===== src/verilog/timer8_pkg.sv =====
// Purpose: Constants for the eight-bit timer with one compare unit.
// Assumes: Plain register port, 8-bit data, one word per register.
// Notes:   Offsets and bit positions are local choices.

package timer8_pkg;

    // ----------------------------------------
    // Register offsets
    // ----------------------------------------
    localparam logic [2:0] ADDR_CONTROL  = 3'h0;
    localparam logic [2:0] ADDR_COUNT    = 3'h1;
    localparam logic [2:0] ADDR_COMPARE  = 3'h2;
    localparam logic [2:0] ADDR_FLAGS    = 3'h3;
    localparam logic [2:0] ADDR_IRQ_EN   = 3'h4;
    localparam logic [2:0] ADDR_ASYNC    = 3'h5;
    localparam logic [2:0] ADDR_PORT     = 3'h6;

    // ----------------------------------------
    // Control, flag, async and port register fields
    // ----------------------------------------
    localparam int CTL_CS_LSB   = 0;
    localparam int CTL_COM_LSB  = 4;
    localparam int CTL_WGM_LO   = 6;
    localparam int CTL_WGM_HI   = 3;
    localparam int CTL_FORCE    = 7;
    localparam int FLG_MATCH    = 1;
    localparam int FLG_OVF      = 0;
    localparam int ASY_SELECT   = 3;
    localparam int PORT_DATA    = 0;
    localparam int PORT_DIR     = 1;

    // ----------------------------------------
    // Reset values and constants
    // ----------------------------------------
    localparam logic [7:0] RESET_BYTE = 8'h00;
    localparam logic [7:0] COUNT_MAX  = 8'hFF;
    localparam logic [7:0] COUNT_BOT  = 8'h00;

    typedef enum logic [1:0] {
        WAVE_NORMAL = 2'b00,
        WAVE_PHASE  = 2'b01,
        WAVE_CLEAR  = 2'b10,
        WAVE_FAST   = 2'b11
    } wave_mode_t;

    // Prescaler taps for clock_source_select 1..7
    function automatic logic [9:0] tap_mask(input logic [2:0] sel);
        case (sel)
            3'h1:    tap_mask = 10'h000;
            3'h2:    tap_mask = 10'h007;
            3'h3:    tap_mask = 10'h01F;
            3'h4:    tap_mask = 10'h03F;
            3'h5:    tap_mask = 10'h07F;
            3'h6:    tap_mask = 10'h0FF;
            3'h7:    tap_mask = 10'h3FF;
            default: tap_mask = 10'h000;
        endcase
    endfunction

endpackage

===== src/verilog/timer8_compare_waveform.sv =====
// Purpose: Eight-bit timer/counter with one compare unit and waveform output.
// Assumes: Crystal pin input is a slow square wave, synchronised here.
// Notes:   Asynchronous status handshake is not modelled.
`timescale 1ns/1ps
`default_nettype none

module timer8_compare_waveform
    import timer8_pkg::*;
(
    input  wire logic       clock,
    input  wire logic       arst_n,
    input  wire logic [2:0] addr,
    input  wire logic [7:0] wdata,
    input  wire logic       wr,
    input  wire logic       rd,
    output logic      [7:0] rdata,
    input  wire logic       crystal_pin_in,
    output logic            crystal_pin_out,
    input  wire logic       irq_ack,
    output logic            compare_irq,
    output logic            overflow_irq,
    output logic            compare_output,
    output logic            compare_output_oe
);

    // ----------------------------------------
    // Registers
    // ----------------------------------------
    logic [7:0] count_value;
    logic [7:0] compare_value;
    logic [7:0] compare_buffer;
    logic [2:0] clock_source_select;
    logic [1:0] compare_output_mode;
    logic       waveform_mode_hi;
    logic       waveform_mode_lo;
    logic       compare_match_flag;
    logic       overflow_flag;
    logic       compare_irq_enable;
    logic       overflow_irq_enable;
    logic       async_clock_select;
    logic       port_data;
    logic       output_pin_direction;
    logic       oc_state;
    logic       count_down;
    logic       block_match;
    logic       match_pending;
    logic [9:0] prescale;
    logic [2:0] xtal_sync;
    logic [7:0] next_count;
    logic       next_down;
    logic [7:0] rdata_mux;

    wave_mode_t wave;
    assign wave = wave_mode_t'({waveform_mode_hi, waveform_mode_lo});

    // ----------------------------------------
    // Tick generation
    // ----------------------------------------
    wire xtal_rise  = xtal_sync[1] & ~xtal_sync[2];
    wire base_tick  = async_clock_select ? xtal_rise : 1'b1;
    wire prescale_hit = ((prescale & tap_mask(clock_source_select)) == 10'h000);
    wire timer_tick = (clock_source_select != 3'h0) & base_tick & prescale_hit;

    // Crystal driver output drives the inverse of the synchronised input phase
    assign crystal_pin_out = ~xtal_sync[1];

    // ----------------------------------------
    // Decode
    // ----------------------------------------
    wire is_pwm      = (wave == WAVE_PHASE) | (wave == WAVE_FAST);
    wire sel_ctl     = (addr == ADDR_CONTROL);
    wire sel_cnt     = (addr == ADDR_COUNT);
    wire sel_cmp     = (addr == ADDR_COMPARE);
    wire sel_flg     = (addr == ADDR_FLAGS);
    wire sel_ien     = (addr == ADDR_IRQ_EN);
    wire sel_asy     = (addr == ADDR_ASYNC);
    wire sel_port    = (addr == ADDR_PORT);
    wire cnt_write   = wr & sel_cnt;
    // Strobe follows the mode and output bits written beside it
    wire [1:0] force_mode = wdata[CTL_COM_LSB +: 2];
    wire force_write = wr & sel_ctl & wdata[CTL_FORCE] & ~wdata[CTL_WGM_LO];
    wire at_max      = (count_value == COUNT_MAX);
    wire at_bottom   = (count_value == COUNT_BOT);
    wire equal       = (count_value == compare_value);
    wire match_now   = timer_tick & equal & ~block_match;

    // Buffer update point: MAX tick in both PWM modes
    wire load_point  = timer_tick & ((wave == WAVE_FAST) ? at_max :
                                     (wave == WAVE_PHASE) ? at_max : 1'b0);

    // ----------------------------------------
    // Next count
    // ----------------------------------------
    always_comb begin
        next_count = count_value;
        next_down  = count_down;
        case (wave)
            WAVE_NORMAL: begin
                next_count = count_value + 8'h01;
                next_down  = 1'b0;
            end
            WAVE_CLEAR: begin
                next_count = equal ? COUNT_BOT : count_value + 8'h01;
                next_down  = 1'b0;
            end
            WAVE_FAST: begin
                next_count = count_value + 8'h01;
                next_down  = 1'b0;
            end
            WAVE_PHASE: begin
                if (count_down && at_bottom) begin
                    next_down  = 1'b0;
                    next_count = count_value + 8'h01;
                end else if (!count_down && at_max) begin
                    next_down  = 1'b1;
                    next_count = count_value - 8'h01;
                end else if (count_down) begin
                    next_count = count_value - 8'h01;
                end else begin
                    next_count = count_value + 8'h01;
                end
            end
            default: begin
                next_count = count_value;
            end
        endcase
    end

    // Overflow: normal/fast on MAX to zero, clear on MAX to zero unless MAX equals compare, phase correct at bottom
    wire overflow_now = timer_tick & ((wave == WAVE_PHASE) ? (count_down & at_bottom) :
                                      (at_max & ~(wave == WAVE_CLEAR & equal)));

    // ----------------------------------------
    // Waveform action
    // ----------------------------------------
    // Set, clear or toggle picked by an output mode
    function automatic logic oc_action(input logic [1:0] mode, input logic cur);
        case (mode)
            2'b01:   oc_action = ~cur;
            2'b10:   oc_action = 1'b0;
            2'b11:   oc_action = 1'b1;
            default: oc_action = cur;
        endcase
    endfunction

    logic next_oc;
    always_comb begin
        next_oc = oc_state;
        if (force_write) begin
            next_oc = oc_action(force_mode, oc_state);
        end else if (match_now && !is_pwm) begin
            next_oc = oc_action(compare_output_mode, oc_state);
        end else if (is_pwm && compare_output_mode != 2'b00) begin
            if (wave == WAVE_FAST) begin
                if (compare_output_mode == 2'b01 && match_now) begin
                    next_oc = ~oc_state;
                end else if (match_now) begin
                    next_oc = compare_output_mode[0];
                end else if (timer_tick && at_max) begin
                    next_oc = ~compare_output_mode[0];
                end
            end else if (match_now && compare_output_mode[1]) begin
                next_oc = count_down ? ~compare_output_mode[0] : compare_output_mode[0];
            end
        end
    end

    // ----------------------------------------
    // Sequential state
    // ----------------------------------------
    always_ff @(posedge clock or negedge arst_n) begin
        if (!arst_n) begin
            xtal_sync <= 3'h0;
            prescale  <= 10'h000;
        end else begin
            xtal_sync <= {xtal_sync[1:0], crystal_pin_in};
            if (base_tick) begin
                prescale <= prescale + 10'h001;
            end
        end
    end

    always_ff @(posedge clock or negedge arst_n) begin
        if (!arst_n) begin
            count_value <= RESET_BYTE;
            count_down  <= 1'b0;
            block_match <= 1'b0;
        end else if (cnt_write) begin
            count_value <= wdata;
            block_match <= 1'b1;
        end else if (timer_tick) begin
            count_value <= next_count;
            count_down  <= next_down;
            block_match <= 1'b0;
        end
    end

    always_ff @(posedge clock or negedge arst_n) begin
        if (!arst_n) begin
            compare_value  <= RESET_BYTE;
            compare_buffer <= RESET_BYTE;
        end else begin
            if (wr && sel_cmp) begin
                compare_buffer <= wdata;
            end
            if (wr && sel_cmp && !is_pwm) begin
                compare_value <= wdata;
            end else if (is_pwm && load_point) begin
                compare_value <= compare_buffer;
            end
        end
    end

    always_ff @(posedge clock or negedge arst_n) begin
        if (!arst_n) begin
            clock_source_select  <= 3'h0;
            compare_output_mode  <= 2'h0;
            waveform_mode_hi     <= 1'b0;
            waveform_mode_lo     <= 1'b0;
            compare_irq_enable   <= 1'b0;
            overflow_irq_enable  <= 1'b0;
            async_clock_select   <= 1'b0;
            port_data            <= 1'b0;
            output_pin_direction <= 1'b0;
        end else if (wr) begin
            if (sel_ctl) begin
                clock_source_select <= wdata[CTL_CS_LSB +: 3];
                waveform_mode_hi    <= wdata[CTL_WGM_HI];
                waveform_mode_lo    <= wdata[CTL_WGM_LO];
                compare_output_mode <= wdata[CTL_COM_LSB +: 2];
            end
            if (sel_ien) begin
                compare_irq_enable  <= wdata[FLG_MATCH];
                overflow_irq_enable <= wdata[FLG_OVF];
            end
            if (sel_asy) begin
                async_clock_select <= wdata[ASY_SELECT];
            end
            if (sel_port) begin
                port_data            <= wdata[PORT_DATA];
                output_pin_direction <= wdata[PORT_DIR];
            end
        end
    end

    // Set wins over a same-cycle clear so no event is lost
    wire clr_match = (wr & sel_flg & wdata[FLG_MATCH]) | (irq_ack & compare_irq);
    wire clr_ovf   = (wr & sel_flg & wdata[FLG_OVF]) | (irq_ack & overflow_irq & ~compare_irq);

    always_ff @(posedge clock or negedge arst_n) begin
        if (!arst_n) begin
            match_pending      <= 1'b0;
            compare_match_flag <= 1'b0;
            overflow_flag      <= 1'b0;
            oc_state           <= 1'b0;
        end else begin
            match_pending <= match_now ? 1'b1 : (timer_tick ? 1'b0 : match_pending);
            if (timer_tick && match_pending) begin
                compare_match_flag <= 1'b1;
            end else if (clr_match) begin
                compare_match_flag <= 1'b0;
            end
            if (overflow_now) begin
                overflow_flag <= 1'b1;
            end else if (clr_ovf) begin
                overflow_flag <= 1'b0;
            end
            oc_state <= next_oc;
        end
    end

    // ----------------------------------------
    // Outputs and read port
    // ----------------------------------------
    assign compare_irq  = compare_match_flag & compare_irq_enable;
    assign overflow_irq = overflow_flag & overflow_irq_enable;
    // Override depends only on output mode bits
    wire override = (compare_output_mode != 2'b00);
    assign compare_output    = override ? oc_state : port_data;
    assign compare_output_oe = output_pin_direction;

    always_comb begin
        rdata_mux = 8'h00;
        case (addr)
            ADDR_CONTROL: rdata_mux = {1'b0, waveform_mode_lo, compare_output_mode,
                                       waveform_mode_hi, clock_source_select};
            ADDR_COUNT:   rdata_mux = count_value;
            ADDR_COMPARE: rdata_mux = is_pwm ? compare_buffer : compare_value;
            ADDR_FLAGS:   rdata_mux = {6'h00, compare_match_flag, overflow_flag};
            ADDR_IRQ_EN:  rdata_mux = {6'h00, compare_irq_enable, overflow_irq_enable};
            ADDR_ASYNC:   rdata_mux = {4'h0, async_clock_select, 3'h0};
            ADDR_PORT:    rdata_mux = {6'h00, output_pin_direction, port_data};
            default:      rdata_mux = 8'h00;
        endcase
    end

    always_ff @(posedge clock or negedge arst_n) begin
        if (!arst_n) begin
            rdata <= 8'h00;
        end else begin
            rdata <= rd ? rdata_mux : 8'h00;
        end
    end

endmodule

`default_nettype wire


===== config.mk =====
export PLATFORM = sky130hd
export DESIGN_NAME = timer8_compare_waveform
export DESIGN_NICKNAME = d
export VERILOG_FILES = /design/src/verilog/timer8_pkg.sv /design/src/verilog/timer8_compare_waveform.sv
export SDC_FILE = /design/constraint.sdc
export NUM_CORES = 1
export LEC_CHECK = 0
export BUFFER_PORTS_ARGS = -buffer_cell sky130_fd_sc_hd__buf_2
export CAP_MARGIN = 20
export CORE_MARGIN = 1.5
export CORE_UTILIZATION = 40
export CTS_CLUSTER_DIAMETER = 40
export DETAILED_ROUTE_END_ITERATION = 10
export HOLD_SLACK_MARGIN = 0.02
export PLACE_DENSITY = 0.55
export RECOVER_POWER = 100
export SYNTH_ARGS = -nofsm -noshare
export SYNTH_HDL_FRONTEND = slang
export SYNTH_SLANG_ARGS = --single-unit

===== constraint.sdc =====
create_clock -name clock -period 6.1 [get_ports clock]
set_input_delay 0.305 -clock clock [delete_from_list [all_inputs] [get_ports clock]]
set_output_delay 0.305 -clock clock [all_outputs]
set_load 0.01 [all_outputs]

==> tab_implementation.tex <==
\begin{tabular}{lr}
\hline
Metric & Value \\
\hline
\multicolumn{2}{l}{\textbf{Floorplan}} \\
Die Width & 101 um \\
Area of the core & 9240 um\^{}2 \\
DIE HEIGHT & 101 um \\
Effective utilization at floorplan & 41.4\% \\
DIE AREA & 10100 um\^{}2 \\
Number of standard-cell rows in the floorplan & 35 \\
Io pins & 30 \\
\multicolumn{2}{l}{\textbf{Power}} \\
PnR Total Power & 1.66 mW \\
Static leakage & 1.75 nW \\
Worst VDD drop & 0.000157 V \\
Power per cell area & 400 nW/um\^{}2 \\
\multicolumn{2}{l}{\textbf{Synth}} \\
Xor/xnor share of the synthesized area & 5.96\% \\
Avg Cell Area, Syn & 9.58 um\^{}2 \\
Mapped Cells & 399 \\
Area fraction in and, or, nand and nor cells after synthesis & 16.5\% \\
Number of flops mapped to enable cells by yosys & 0 \\
Mux contribution to synthesized area & 9.04\% \\
Netlist Area Pre-Place & 3820 um\^{}2 \\
Largest family of logic cells by synthesized area & compound AO/OA/AOI/OAI gates \\
Fraction of the mapped netlist area in adder cells & 3.60\% \\
Number of unique standard cell types used by synthesis & 62 \\
Post-synthesis async set-or-reset flop share & 100\% \\
Synthesized netlist net count & 427 \\
Part of the Yosys area used for sequential elements & 41.3\% \\
Post-synthesis register bit count & 63 \\
Complex-gate fraction of the synthesized area & 19.0\% \\
Top FF cell, synth & sky130\_fd\_sc\_hd\_\_dfrtp\_1 \\
Synth warnings & 0 \\
\multicolumn{2}{l}{\textbf{Detailed routing}} \\
Mean number of vias per cell & 5.82 \\
First-pass detailed-route iteration total & 5 \\
Total number of vias & 3203 \\
Residual antenna-violating net count after detailed routing & 0 \\
Iter 0 DRT Violations & 257 \\
Post-detailed-route DRC marker count & 0 \\
Routed WL per cell & 18.7 um \\
Total length of routed wires & 10300 um \\
\multicolumn{2}{l}{\textbf{Clock network}} \\
Post-CTS Setup Repair Bufs & 0 \\
Num CTS Buffers & 9 \\
Clock latency reported for the late side of the worst-skew pair & 0.35 ns \\
Maximum buffer depth of the clock tree & 2 \\
\# resized after CTS & 0 \\
\# clock sinks & 63 \\
Cell at the root of the clock tree & sky130\_fd\_sc\_hd\_\_clkbuf\_8 \\
Number of hold-repair buffers added at the cts stage & 0 \\
Number of levels the H-tree was split into & 3 \\
Clock tree from TritonCTS & done \\
Reg clk slew, reported paths & 0.08 ns \\
\multicolumn{2}{l}{\textbf{Place}} \\
Count of input and output buffers & 29 \\
RePlAce Congestion & 0.857 \\
Post-Place Worst Slack & 3.36 ns \\
Total placed cells including tap cells & 534 \\
Sum of net half-perimeters after detailed placement & 7210 um \\
\multicolumn{2}{l}{\textbf{Cells and area}} \\
Fillers & 921 \\
Most common library cell in the layout ignoring fill and taps & sky130\_fd\_sc\_hd\_\_dfrtp\_1 \\
Register cell area after layout & 1580 um\^{}2 \\
Footprint of the multi-input gates & 2060 um\^{}2 \\
Area added between synthesis and finish & 8.84\% \\
Number of standard cells in the final layout excluding fillers & 550 \\
Layout cell share with drive strength beyond 1 & 14.5\% \\
Most used cells in the layout excluding fill and tap cells & sky130\_fd\_sc\_hd\_\_dfrtp\_1 (63), sky130\_fd\_sc\_hd\_\_nor2\_1 (44), sky130\_fd\_sc\_hd\_\_nand2\_1 (23) \\
Final nets & 444 \\
Ant. Diodes & 0 \\
\multicolumn{2}{l}{\textbf{Setup path}} \\
WS Path Type & reg -> reg \\
Endpoint kind of the worst setup timing path & register \\
Critical path startpoint category & register \\
Setup slack of the worst register-to-register path & 2.83 ns \\
Series of cell instances along the critical path & inv\_1 -> o21ai\_0 -> nand4b\_1 -> o31ai\_1 -> nor2\_1 -> nor2\_1 \\
Arr. time, crit path & 3.54 ns \\
Top fanout value on the critical path & 12 \\
Max incr delay on CP & 1.02 ns \\
Slowest stage cell, crit path & sky130\_fd\_sc\_hd\_\_o31ai\_1 \\
Cell occurring most often along the worst timing path & sky130\_fd\_sc\_hd\_\_nor2\_1 \\
Req. time, crit path & 6.37 ns \\
\multicolumn{2}{l}{\textbf{Timing}} \\
Max Slew Vio Count & 64 \\
Minimum period implied by the final worst setup slack & 3.27 ns \\
Smallest setup slack after layout & 2.83 ns \\
Worst hold margin & 0.0574 ns \\
Final number of setup-violating endpoints & 0 \\
Post-route clock skew & 0.00949 ns \\
Period utilization & 53.6\% \\
Final-report hold violation count & 0 \\
Max-slew headroom & -131\% \\
Unrepaired setup endpoints after global routing & false \\
Post-route setup TNS & 0 ns \\
Maximum clock frequency & 306 MHz \\
Transition time at the pin with the least slew margin & 3.46 ns \\
\multicolumn{2}{l}{\textbf{Job}} \\
Maxcap violations & 1 \\
\multicolumn{2}{l}{\textbf{Global route}} \\
Initial antenna violation count & 0 \\
Via count of the first global-routing pass & 2953 \\
Global routing usage summed across all routing layers & 21.0\% \\
Pin count of the biggest net entering global routing & 64 \\
Wire length of the first global-routing pass & 16000 um \\
Overflow left after global routing & 0 \\
\multicolumn{2}{l}{\textbf{Hold path}} \\
Worst Hold Class & in -> reg \\
\multicolumn{2}{l}{\textbf{Run status}} \\
Result of the run & complete, but fails checks \\
Violations in the final reports & capacitance limit, slew limit \\
\hline
\end{tabular}
[final timing paths]
path / endpoint / cells after the start / from
max reg2reg: compare_value[3] / 6 / xtal_sync[1]
min in group asynchronous: overflow_irq_enable / 2 / arst_n
min reg2reg: xtal_sync[1] / 0 / xtal_sync[0]
min: xtal_sync[0] / 1 / crystal_pin_in
max in group asynchronous: compare_output_mode[0] / 2 / arst_n
max: compare_value[3] / 6 / xtal_sync[1]
[Yosys cell counts (3+ instances only)]
| master | number | share of area (%) |
|---|---|---|
| sky130_fd_sc_hd__o22ai_1 | 10 | 1.6 |
| sky130_fd_sc_hd__a311oi_1 | 3 | 0.69 |
| sky130_fd_sc_hd__nor2b_1 | 5 | 0.82 |
| sky130_fd_sc_hd__o221ai_1 | 3 | 0.69 |
| sky130_fd_sc_hd__mux2_2 | 20 | 5.9 |
| sky130_fd_sc_hd__inv_1 | 15 | 1.5 |
| sky130_fd_sc_hd__a21oi_1 | 17 | 2.2 |
| sky130_fd_sc_hd__clkbuf_1 | 13 | 1.3 |
| sky130_fd_sc_hd__a31oi_1 | 3 | 0.49 |
| sky130_fd_sc_hd__nor2_1 | 44 | 4.3 |
| sky130_fd_sc_hd__buf_2 | 7 | 0.92 |
| sky130_fd_sc_hd__o21ai_0 | 20 | 2.6 |
| sky130_fd_sc_hd__xnor2_1 | 19 | 4.4 |
| sky130_fd_sc_hd__mux2i_1 | 12 | 3.1 |
| sky130_fd_sc_hd__nor3_1 | 10 | 1.3 |
| sky130_fd_sc_hd__a41oi_1 | 3 | 0.69 |
| sky130_fd_sc_hd__nand2_1 | 23 | 2.3 |
| sky130_fd_sc_hd__nand4_1 | 7 | 1.1 |
| sky130_fd_sc_hd__ha_1 | 11 | 3.6 |
| sky130_fd_sc_hd__dfrtp_1 | 63 | 41 |
| sky130_fd_sc_hd__o32a_1 | 4 | 1.0 |
| sky130_fd_sc_hd__and3_1 | 8 | 1.3 |
| sky130_fd_sc_hd__a211oi_1 | 8 | 1.6 |
| sky130_fd_sc_hd__nand3_1 | 7 | 0.92 |
| sky130_fd_sc_hd__and2_1 | 4 | 0.65 |
| sky130_fd_sc_hd__xor2_1 | 7 | 1.6 |
[per-stage QoR]
step	area, um^2	util (%)
final	4160	45.0
after global routing	4160	45.0
after CTS	4190	45.4
after detailed placement	4020	43.5
after global placement	4020	43.5
after floorplan	3820	-
[metal layers]
metal	global-route usage, %	wire length, um	vias to the layer above
li1	-	-	1489
met1	29.9	4800	1614
met2	31.9	4840	92
met3	4.16	513	8
met4	7.15	138	0
met5	0	0	-
[flip-flops by register name, indices dropped and copies added, names as in the netlist, 2 cells and up]
name and count:
clock_source_select 3, compare_buffer 8, compare_output_mode 2, compare_value 8
count_value 8, prescale 10, rdata 8, xtal_sync 3
[layout make-up]
type	instances	area share, %
repair buffers	31	3.28
multi-input cells	296	49.5
inverters	15	1.35
clock inverters	7	1.14
well taps	129	3.88
clock buffers	9	2.98
flip-flops and latches	63	37.9
[power breakdown]
| group | switching [mW] | leakage, nW | internal [mW] |
|---|---|---|---|
| clock | 0.179 | 0.0854 | 0.147 |
| sequential | 0.212 | 0.768 | 0.535 |
| combinational | 0.311 | 0.900 | 0.281 |
[logic make-up (layout without fill, tap and decap cells)]
logic type / count (synthesis) / in the layout
xor gates and xnor gates: 26 / 26
buffers and inverters: 40 / 62
DFF: 63 / 63
adders and majority gates: 11 / 11
muxes: 32 / 32
and+or+nand+nor: 125 / 125
AOI/OAI and AO/OA: 102 / 102
[critical path: cells and delay by family (launching register included)]
family | cells | cell delay, ns
AOI/OAI and AO/OA | 2 | 1.79
and+or+nand+nor | 3 | 0.99
DFF | 1 | 0.35
buffers and inverters | 1 | 0.05
No activity file was read; power rests on OpenSTA's default activity.
